$ cat config.mk
export PLATFORM = sky130hd
export DESIGN_NAME = cmpctl_top
export DESIGN_NICKNAME = d
export VERILOG_FILES = /design/src/cmpctl_pkg.sv /design/src/cmpctl_edge.sv /design/src/cmpctl_top.sv
export VERILOG_INCLUDE_DIRS = /design/src
export SDC_FILE = /design/constraint.sdc
export NUM_CORES = 1
export LEC_CHECK = 0
export BUFFER_PORTS_ARGS = -buffer_cell sky130_fd_sc_hd__buf_2
export CAP_MARGIN = 0
export CORE_AREA = 3 3 100 83
export CTS_BUF_LIST = sky130_fd_sc_hd__clkbuf_4 sky130_fd_sc_hd__clkbuf_8
export DETAILED_ROUTE_END_ITERATION = 6
export DIE_AREA = 0 0 103 86
export PLACE_DENSITY = 0.8
export SYNTH_ARGS = -nofsm -noshare
export SYNTH_HDL_FRONTEND = slang
export SYNTH_SLANG_ARGS = --single-unit
export TNS_END_PERCENT = 5
$ cat constraint.sdc
create_clock -name i_clock -period 3.4 [get_ports i_clock]
set_input_delay 0.34 -clock i_clock [delete_from_list [all_inputs] [get_ports i_clock]]
set_output_delay 0.34 -clock i_clock [all_outputs]
set_load 0.01 [all_outputs]
$ cat src/cmpctl_defs.svh
// Constants for the comparator output control block.
// How it works
// Comparator runs only while comparator_on is set.
// Result readable in control and mirror register.
// Pin shows result only with enable, output, on.
// Pin enable overrides port latch regardless of on.
// Internal result latched each cycle; pin path not. The code registers pin_out each cycle as well.
// Invert bit zero passes, one complements the result.
// Speed select resets to one, normal speed.
// Hysteresis applied only while its enable set.
// Result offered as gate timer gate source.
// Sync mode captures result on timer falling edge.
// Gate timer counts on rising clock edge.
// Software should enable sync when gating timer.
// Each instance has rise and fall detectors.
// Enabled rise or fall edge sets interrupt flag.
// Only software clears the interrupt flag.
// Edge during a clear leaves flag set.
// Software sets all enables to get interrupts.
// Toggling invert, or on while the input is high, makes a real edge.
// Four independent instances share the mirror register.
// Edges compare current and previous latched result.
`ifndef CMPCTL_DEFS_SVH
`define CMPCTL_DEFS_SVH
`define CMPCTL_NUM_CMP 4
`define CMPCTL_CTRL_RESET 8'h10
`define CMPCTL_MIRROR_RESET 4'h0
`endif

$ cat src/cmpctl_pkg.sv
// Types shared by the comparator output control block.
package cmpctl_pkg;
    typedef struct packed {
        logic comparator_on;
        logic pin_output_enable;
        logic output_invert;
        logic speed_power_select;
        logic hysteresis_enable;
        logic timer_sync_enable;
        logic rise_irq_enable;
        logic fall_irq_enable;
    } cmpctl_ctrl_t;

    typedef struct packed {
        logic prev;
        logic rise;
        logic fall;
        logic flag;
    } cmpctl_edge_t;

    typedef struct packed {
        cmpctl_ctrl_t [3:0] ctrl;
        logic [3:0] raw_s1;
        logic [3:0] raw_s2;
        logic [3:0] raw_s3;
        logic [3:0] raw_f;
        logic tclk_s1;
        logic tclk_s2;
        logic tclk_s3;
        logic tclk_f;
        logic [3:0] captured;
        logic [3:0] result;
        logic [3:0] mirror;
        logic [3:0] pin_out;
        logic [3:0] pin_oe;
        logic [3:0] gate;
        logic [3:0] analog_on;
        logic [3:0] low_power;
        logic [3:0] hyst;
    } cmpctl_state_t;
endpackage

$ cat src/cmpctl_edge.sv
// Edge detectors and sticky interrupt flag of one comparator.
`timescale 1ns/1ps
module cmpctl_edge (
    input wire logic i_clock,
    input wire logic i_rst,
    input wire logic i_result,
    input wire logic i_rise_en,
    input wire logic i_fall_en,
    input wire logic i_flag_clear,
    output logic o_rise,
    output logic o_fall,
    output logic o_flag
);
    cmpctl_pkg::cmpctl_edge_t st;
    cmpctl_pkg::cmpctl_edge_t next_st;
    logic set_flag;

    always_comb begin
        next_st = st;
        next_st.prev = i_result;
        next_st.rise = i_result & ~st.prev;
        next_st.fall = ~i_result & st.prev;
        set_flag = (st.rise & i_rise_en) | (st.fall & i_fall_en);
        next_st.flag = (st.flag & ~i_flag_clear) | set_flag;
    end

    always_ff @(posedge i_clock or posedge i_rst) begin
        if (i_rst) begin
            st <= '0;
        end else begin
            st <= next_st;
        end
    end

    assign o_rise = st.rise;
    assign o_fall = st.fall;
    assign o_flag = st.flag;
endmodule

$ cat src/cmpctl_top.sv
// Digital control of four comparators: result, pin, gate and flags.
`timescale 1ns/1ps
`include "cmpctl_defs.svh"
module cmpctl_top #(
    parameter int NUM_CMP = `CMPCTL_NUM_CMP
) (
    input wire logic i_clock,
    input wire logic i_rst,
    input wire logic [3:0] i_raw_compare,
    input wire logic i_timer_clock,
    input wire logic [3:0] i_ctrl_write,
    input wire cmpctl_pkg::cmpctl_ctrl_t i_ctrl_data,
    input wire logic [3:0] i_pin_direction,
    input wire logic [3:0] i_port_latch,
    input wire logic [3:0] i_flag_clear,
    output cmpctl_pkg::cmpctl_ctrl_t [3:0] o_ctrl,
    output logic [3:0] o_comparator_result,
    output logic [3:0] o_result_mirror_reg,
    output logic [3:0] o_pin_out,
    output logic [3:0] o_pin_oe,
    output logic [3:0] o_gate_source,
    output logic [3:0] o_analog_on,
    output logic [3:0] o_low_power,
    output logic [3:0] o_hysteresis_on,
    output logic [3:0] o_rise_pulse,
    output logic [3:0] o_fall_pulse,
    output logic [3:0] o_compare_irq_flag
);
    cmpctl_pkg::cmpctl_state_t st;
    cmpctl_pkg::cmpctl_state_t next_st;
    logic [3:0] live;
    logic [3:0] pin_value;
    logic tclk_fall;

    always_comb begin
        next_st = st;
        live = '0;
        pin_value = '0;
        next_st.raw_s1 = i_raw_compare;
        next_st.raw_s2 = st.raw_s1;
        next_st.raw_s3 = st.raw_s2;
        next_st.tclk_s1 = i_timer_clock;
        next_st.tclk_s2 = st.tclk_s1;
        next_st.tclk_s3 = st.tclk_s2;
        if (st.tclk_s2 == st.tclk_s3) begin
            next_st.tclk_f = st.tclk_s3;
        end
        tclk_fall = st.tclk_f & (st.tclk_s2 == st.tclk_s3) & ~st.tclk_s3;
        for (int i = 0; i < NUM_CMP; i++) begin
            if (i_ctrl_write[i]) begin
                next_st.ctrl[i] = i_ctrl_data;
            end
            if (st.raw_s2[i] == st.raw_s3[i]) begin
                next_st.raw_f[i] = st.raw_s3[i];
            end
            // Disabled comparator output is low before polarity.
            live[i] = (st.ctrl[i].comparator_on & st.raw_f[i]) ^
                st.ctrl[i].output_invert;
            next_st.result[i] = live[i];
            next_st.mirror[i] = live[i];
            if (tclk_fall) begin
                next_st.captured[i] = live[i];
            end
            pin_value[i] = st.ctrl[i].timer_sync_enable ?
                st.captured[i] : live[i];
            next_st.gate[i] = pin_value[i];
            if (st.ctrl[i].pin_output_enable) begin
                next_st.pin_out[i] = pin_value[i] &
                    st.ctrl[i].comparator_on;
            end else begin
                next_st.pin_out[i] = i_port_latch[i];
            end
            next_st.pin_oe[i] = ~i_pin_direction[i];
            next_st.analog_on[i] = st.ctrl[i].comparator_on;
            next_st.low_power[i] =
                ~st.ctrl[i].speed_power_select;
            next_st.hyst[i] = st.ctrl[i].comparator_on &
                st.ctrl[i].hysteresis_enable;
        end
    end

    always_ff @(posedge i_clock or posedge i_rst) begin
        if (i_rst) begin
            st <= '0;
            st.ctrl <= {4{`CMPCTL_CTRL_RESET}};
            st.mirror <= `CMPCTL_MIRROR_RESET;
        end else begin
            st <= next_st;
        end
    end

    genvar g;
    generate
        for (g = 0; g < NUM_CMP; g++) begin : gen_cmp
            cmpctl_edge u_edge (
                .i_clock(i_clock),
                .i_rst(i_rst),
                .i_result(st.result[g]),
                .i_rise_en(st.ctrl[g].rise_irq_enable),
                .i_fall_en(st.ctrl[g].fall_irq_enable),
                .i_flag_clear(i_flag_clear[g]),
                .o_rise(o_rise_pulse[g]),
                .o_fall(o_fall_pulse[g]),
                .o_flag(o_compare_irq_flag[g])
            );
        end
    endgenerate

    assign o_ctrl = st.ctrl;
    assign o_comparator_result = st.result;
    assign o_result_mirror_reg = st.mirror;
    assign o_pin_out = st.pin_out;
    assign o_pin_oe = st.pin_oe;
    assign o_gate_source = st.gate;
    assign o_analog_on = st.analog_on;
    assign o_low_power = st.low_power;
    assign o_hysteresis_on = st.hyst;
endmodule

; After elaboration in Yosys (flattened, before gate mapping)
; Cells that the tools add are included.
[op_classes]
eq_ne = 5
muxes = 8
bitwise_logic = 67
[op_table]
columns = operator, n
row1 = 1-bit bitwise AND, 34
row2 = 1-bit NOT, 21
row3 = 1-bit two-way mux, 8
row4 = 1-bit bitwise OR, 8
row5 = 1-bit equality test, 5
row6 = 1-bit XOR, 4
[totals]
ff_bits = 100
inputBits = 31
out_inout_bits = 76
word_cells = 147

; Logic depth before layout (Yosys ltp)
; Gate-level depths: netlist of the first run.
[logic_depth]
word_depth = 5
depth_mapped = 3

; Hierarchy
; A second synthesis of the first run with hierarchy kept.
[unflattened]
hier_cells = 283
area_unflattened_um2 = 3871.2
[by_module_without_submodules]
columns = module, instances, cells_each, area_per_inst_um2, seq_area_each_um2
row1 = cmpctl_top, 1, 243, 3340.7, 2107.0
row2 = cmpctl_edge, 4, 10, 132.6, 100.1

; Worst setup path after synthesis of the first run
; No wires, ideal clock.
[synth_timing]
path_type = register to register
start = register st[37] (netlist bit)
end = register st[32] (netlist bit)
setup_ns = 0.125
t_arrival_ns = 0.988
required_ns = 3.275
path_slack_ns = 2.287
stages_incl_launch_ff = 3
path_buffers = 0
period_less_slack_ns = 1.113
cell_sequence = dfrtp_1 -> nor3b_4 -> mux2_2
[synth_between]
elab_chain_len = 3
elab_cells_between_ends = 4
classes_between = eq/ne: 1 / bitwise: 3
[synth_rtl]
columns = element, line
row1 = start: declaration, cmpctl_top.sv:29  ; cmpctl_pkg::cmpctl_state_t st;
row2 = start signal: assignment, cmpctl_top.sv:88  ; st <= next_st;
row3 = 1-bit equality test, cmpctl_top.sv:48  ; tclk_fall = st.tclk_f & (st.tclk_s2 == st.tclk_s3) & ~st.tclk_s3;
row4 = 1-bit bitwise AND, cmpctl_top.sv:48
row5 = 1-bit bitwise AND *, cmpctl_top.sv:48
; Mark *: on every way between the ends. The rest lies on a longest branch, timed or not.
; A chain may end at the register's enable or synchronous reset.

; Worst setup path after layout of the first run
[layout_timing]
start = register st, in the netlist o_ctrl[4]
end = output o_ctrl[4] (netlist bit)
[layout_rtl]
columns = element, line
row1 = end: declaration, cmpctl_top.sv:16  ; output cmpctl_pkg::cmpctl_ctrl_t [3:0] o_ctrl,
; No word-level cell between the ends.

==> impl_metrics.json, run 1 <==
{
  "die_h_um": 86,
  "syn_area_per_cell_um2": 13.6,
  "start_util_pct": 53.6,
  "report.final.setup_viol": 0,
  "ys_seq_elements": 100,
  "p_leak_nw": 2.04,
  "fin_crit_sh_pct": 40.0,
  "cts_max_path_buffers": 2,
  "ant_nets": 0,
  "fin_hold_ws_ns": 0.0794,
  "final.min_clock_period_ns": 1.36,
  "slew_headroom_pct": 38.3,
  "syn-cell-area_um2": 3950,
  "min_path_type": "in -> reg",
  "p_sw_share_pct": 27.1,
  "min_path_cells": 1,
  "syn-num-nets": 322,
  "largest_reg_flops": 32,
  "core_area_um2": 7360,
  "cts_root_buf": "clkbuf_8",
  "pwr_density_cell_nw_per_um2": 606,
  "first_pass_iters": 4,
  "fin_setup_tns_ns": 0,
  "max_freq_mhz": 735,
  "grt_pass1_wl_um": 9800,
  "fin_skew_ns": 0.00802,
  "antenna_found_initial": 0,
  "p_int_mw": 1.85,
  "post_drt_wl_per_cell_um": 14.6,
  "nets": 360,
  "final_hold_viol_count": 0,
  "critPathTopFamily": "flip-flops",
  "path_depth": 1,
  "num_rows": 28,
  "cts.sinks": 100,
  "yosysSeqAreaShare_pct": 63.5,
  "io_pins": 107,
  "drc": 0,
  "crit_chain": "buf_2",
  "yosys.area.top_type": "dfrtp_1",
  "max-vdd-ir-drop_v": 0.000275,
  "htreeDepth": 3,
  "maxSlewViolCount": 0,
  "drt_iter0_drc": 40,
  "crit_path_end_kind": "primary output",
  "critPathBufInv": 1,
  "numPortBuffers": 106,
  "num_vias": 2019,
  "crit_path_start_kind": "flip-flop",
  "diodes": 0,
  "cts_inserted_buffers": 9,
  "place.gp.congestion": 0.820,
  "dieArea_um2": 8860,
  "place_hpwl_um": 4580,
  "cts_tree": "yes",
  "cpMaxStageDelayCell": "dfstp_2",
  "p_comb_share_pct": 15.9,
  "routed_wl_um": 6190,
  "grt.total_usage_pct": 14.9,
  "worstMarginPinSlew_ns": 0.925,
  "critPathKind": "reg -> out",
  "reg2reg_depth": 2,
  "status": "completed",
  "synth_cell_types": 18,
  "ys_top_cells_by_area": "dfrtp_1, buf_4, mux2_2",
  "postCtsHoldBufs": 0,
  "rsz0062_at_grt": "no",
  "cap_violations": 0,
  "die_w_um": 103,
  "drive_gt1_share_pct": 48.2,
  "path_max_fanout": 2,
  "required_ns": 3.06,
  "avgViaCountPerCell": 4.76,
  "clkPwrFrac_pct": 27.1,
  "switchingPower_mw": 0.689,
  "clk_latency_ns": 0.36,
  "path_clk_slew_ns": 0.09,
  "yosys.area.top_type_share_pct": 60.9,
  "yosysWarnings": 0,
  "arrival_ns": 1.02,
  "grt_pass1_vias": 1963,
  "post_cts_resized": 0,
  "grt_max_degree": 80,
  "power_frac_seq_pct": 57.0,
  "max_stage_delay_ns": 0.54,
  "area_growth_pct": 6.34,
  "grt_remaining_overflow": 0,
  "syn_inst": 291,
  "cts_setup_buffers": 0
}
==> cell usage after synthesis (all sizes together) <==
| cell | n |
|---|---|
| nand2b | 4 |
| nand2 | 8 |
| inv | 17 |
| mux2 | 32 |
| nor2b | 8 |
| xor2 | 4 |
| buf | 80 |
| o21a | 4 |
| o21ai | 12 |
| dfstp | 4 |
| nor3b | 1 |
| and2 | 4 |
| xnor2 | 4 |
| dfrtp | 96 |
| maj3 | 5 |
| o2111ai | 4 |
| a22oi | 4 |
==> final cells by class <==
type,count,area [um^2]
fillers,599,3160
flip-flops and latches,100,2510
multi-input cells,94,785
repair buffers,107,538
clock buffers,11,151
well taps,90,113
inverters,17,66.3
clock inverters,5,36.3
==> routing by layer <==
metal / global-route usage [%] / wire length, um / part of all wire [%]
met1: 19.8 / 2790 / 45
met2: 21.8 / 2750 / 44
met3: 5.53 / 516 / 8.3
met4: 6.59 / 141 / 2.3
met5: 0 / 0 / 0
==> kinds of logic after synthesis <==
kind of cell	synth area share, %
compound gates	3.93
xor+xnor	1.78
fa+ha+maj	1.27
buf+inv	16.6
flops	63.5
mux	9.13
simple gates	3.77
==> cell usage in the layout (no fill, tap or decap) <==
cell type and n:
and2_1 4, dfrtp_1 96, clkbuf_8 11, o21a_1 4, nand2_1 8, o2111ai_1 4, a22oi_1 4, dfstp_2 4
xnor2_1 4, clkinv_4 1, inv_1 16, inv_4 1, buf_2 106, maj3_1 5, nor2b_1 8, o21ai_0 12
mux2_2 32, nor3b_4 1, xor2_1 4, clkinv_2 1, nand2b_1 4, buf_4 1, clkinvlp_4 3
==> power by group through the flow <==
stage                     combinational (mW)  clock, mW  sequential, mW
after floorplan                        0.412          0            1.44
after global placement                 0.404          0            1.47
after detailed placement               0.413          0            1.47
after CTS                              0.414      0.715            1.45
after global routing                   0.450      0.769            1.47
final                                  0.404      0.690            1.45
==> final timing paths <==
path	slack, ns	end	from
setup / recovery	2.04	o_ctrl[4]	o_ctrl[4]
hold / removal	0.08	next_st[48]	i_raw_compare[0]
setup reg to reg	2.18	st[33]	next_st[37]
hold reg to reg	0.35	next_st[37]	next_st[38]
max in group asynchronous	2.37	st[33]	i_rst
min in group asynchronous	0.18	gen_cmp[3].u_edge.o_flag	i_rst
==> per-stage QoR <==
| stage | setup slack, ns | area [um^2] | utilization, % | power, mW | std cells |
|---|---|---|---|---|---|
| 4_1_cts | 2.00 | 4200 | 57.0 | 2.58 | 424 |
| 6_report | 2.04 | 4200 | 57.0 | 2.54 | 424 |
| 5_1_grt | 1.97 | 4200 | 57.0 | 2.69 | 424 |
| 3_3_place_gp | 1.96 | 4010 | 54.5 | 1.87 | 408 |
| 3_5_place_dp | 1.90 | 4010 | 54.5 | 1.89 | 408 |
| 2_1_floorplan | 0.448 | 3950 | - | 1.86 | 291 |
(Power assumes the default switching activity.)
==> run 2, diff against run 1 <==
Clock period 3.4 ns to 1.3 ns, I/O delays scaled along.
==> run 2 against run 1 <==
  * Non-clock buffer count increased by 19
  * Clock skew shrank 0.00091 ns
  * First-iteration DRC count increased by 100%
  * Final cell count increased by 4.5%
  * Sequential power rose to 2.6 times the previous value
  * Critical path depth up 1
  * Worst setup slack got worse by 1.9 ns
  * Register-to-register slack got worse by 2.1 ns
  * Total power increased to 2.8 times the previous value
  * Design area grew 6.1%
  * Largest cell class unchanged
==> impl_metrics.json, run 2 (same netlist as run 1, synthesis figures left out) <==
{
  "status": "completed",
  "avgViaCountPerCell": 4.72,
  "cpMaxStageDelayCell": "dfrtp_1",
  "post_drt_wl_per_cell_um": 14.7,
  "final.min_clock_period_ns": 1.18,
  "numPortBuffers": 106,
  "grt_remaining_overflow": 0,
  "dieArea_um2": 8860,
  "final_cells": 443,
  "postCtsHoldBufs": 16,
  "report.final.setup_viol": 0,
  "io_pins": 107,
  "antenna_found_initial": 0,
  "drc": 0,
  "holdPathEnd": "o_ctrl[12]",
  "path_clk_slew_ns": 0.09,
  "diodes": 0,
  "rsz0062_at_grt": "no",
  "clk_latency_ns": 0.36,
  "final_hold_viol_count": 0,
  "grt_pass1_vias": 2084,
  "power.total_mw": 7.12,
  "first_pass_iters": 4,
  "final_area_um2": 4450,
  "required_ns": 1.54,
  "fin_skew_ns": 0.00711,
  "hp-start": "i_ctrl_data[4]",
  "place_hpwl_um": 4650,
  "drt_iter0_drc": 81,
  "crit_path_start_kind": "flip-flop",
  "fin_crit_sh_pct": 90.9,
  "ant_nets": 0,
  "mostFrequentLayoutCell": "buf_2",
  "cts_inserted_buffers": 9,
  "post_cts_resized": 0,
  "cts_setup_buffers": 0,
  "cts_tree": "yes",
  "cts_root_buf": "clkbuf_8",
  "cts_max_path_buffers": 2,
  "slew_headroom_pct": 79.2,
  "pwr_density_cell_nw_per_um2": 1600,
  "htreeDepth": 3,
  "area_growth_pct": 12.8,
  "min_path_type": "in -> reg",
  "path_max_fanout": 4,
  "r2r_slack_ns": 0.12,
  "nets": 379,
  "p_leak_nw": 2.16,
  "r2r_end": "st[32]",
  "grt_pass1_wl_um": 10100,
  "dp_slack_ns": 0.125,
  "fin_hold_ws_ns": 0.0327,
  "core_area_um2": 7360,
  "crit_chain": "nor3b_4, mux2_2",
  "worstMarginPinSlew_ns": 0.312,
  "dpl.cell_count": 411,
  "grt_max_degree": 60,
  "cts.sinks": 100,
  "post_dp_cell_area_um2": 4060,
  "max-vdd-ir-drop_v": 0.00103,
  "start_util_pct": 53.6,
  "num_rows": 28,
  "largest_reg_flops": 32,
  "critPathKind": "reg -> reg",
  "min_path_cells": 3,
  "grt.total_usage_pct": 15.2,
  "final_cell_mix": "buf_2, dfrtp_1, mux2_2",
  "reg2reg_depth": 2,
  "rr_startpoint": "next_st[37]",
  "die_h_um": 86,
  "place.gp.congestion": 0.757,
  "maxSlewViolCount": 0,
  "cap_violations": 0,
  "max_stage_delay_ns": 0.44,
  "worst_slack_ns": 0.119,
  "die_w_um": 103,
  "routed_wl_um": 6510,
  "arrival_ns": 1.43,
  "drive_gt1_share_pct": 46.5,
  "max_freq_mhz": 847,
  "crit_path_end_kind": "flip-flop",
  "num_vias": 2093
}
-- run 2: through the flow --
stage	TNS, ns	utilization (%)
6_report	0	60.5
5_1_grt	0	60.5
4_1_cts	0	60.5
3_5_place_dp	0	55.2
3_3_place_gp	0	55.2
2_1_floorplan	-1.57	-
-- run 2: critical path, delay by kind of cell (launching register included) --
family,cells,cell delay (ns)
multiplexers,1,0.36
AND/OR/NAND/NOR,1,0.27
flip-flops,1,0.44
-- run 2: how the worst max path moves through the flow --
stage                                           to  cells past startpoint        start
after global placement                      st[35]                      2       st[37]
after CTS                                o_ctrl[7]                      2    o_ctrl[7]
after floorplan           gen_cmp[0].u_edge.o_fall                      1        i_rst
after global routing                        st[32]                      2  next_st[37]
final                                       st[32]                      2  next_st[37]
after detailed placement                    st[32]                      2  next_st[37]
-- run 2: layer usage --
layer	wire length, um	global-route usage (%)	up-vias
li1	-	-	992
met1	2900	19.1	1004
met2	2990	23.5	85
met3	504	6.59	12
met4	115	5.29	0
met5	0	0	-
-- run 2: area by class of cell --
type / instances / area [um^2]
Multi-Input combinational cell: 94 / 785
Fill cell: 558 / 2910
Clock inverter: 5 / 82.6
Clock buffer: 11 / 151
Tap cell: 90 / 113
Inverter: 17 / 67.6
Sequential cell: 100 / 2510
Timing Repair Buffer: 126 / 746
-- run 2: power breakdown --
part	total [mW]	switching, mW	internal [mW]
sequential	3.78	0.247	3.53
clock	2.22	1.02	1.20
combinational	1.13	0.563	0.566
total	7.12	1.83	5.29
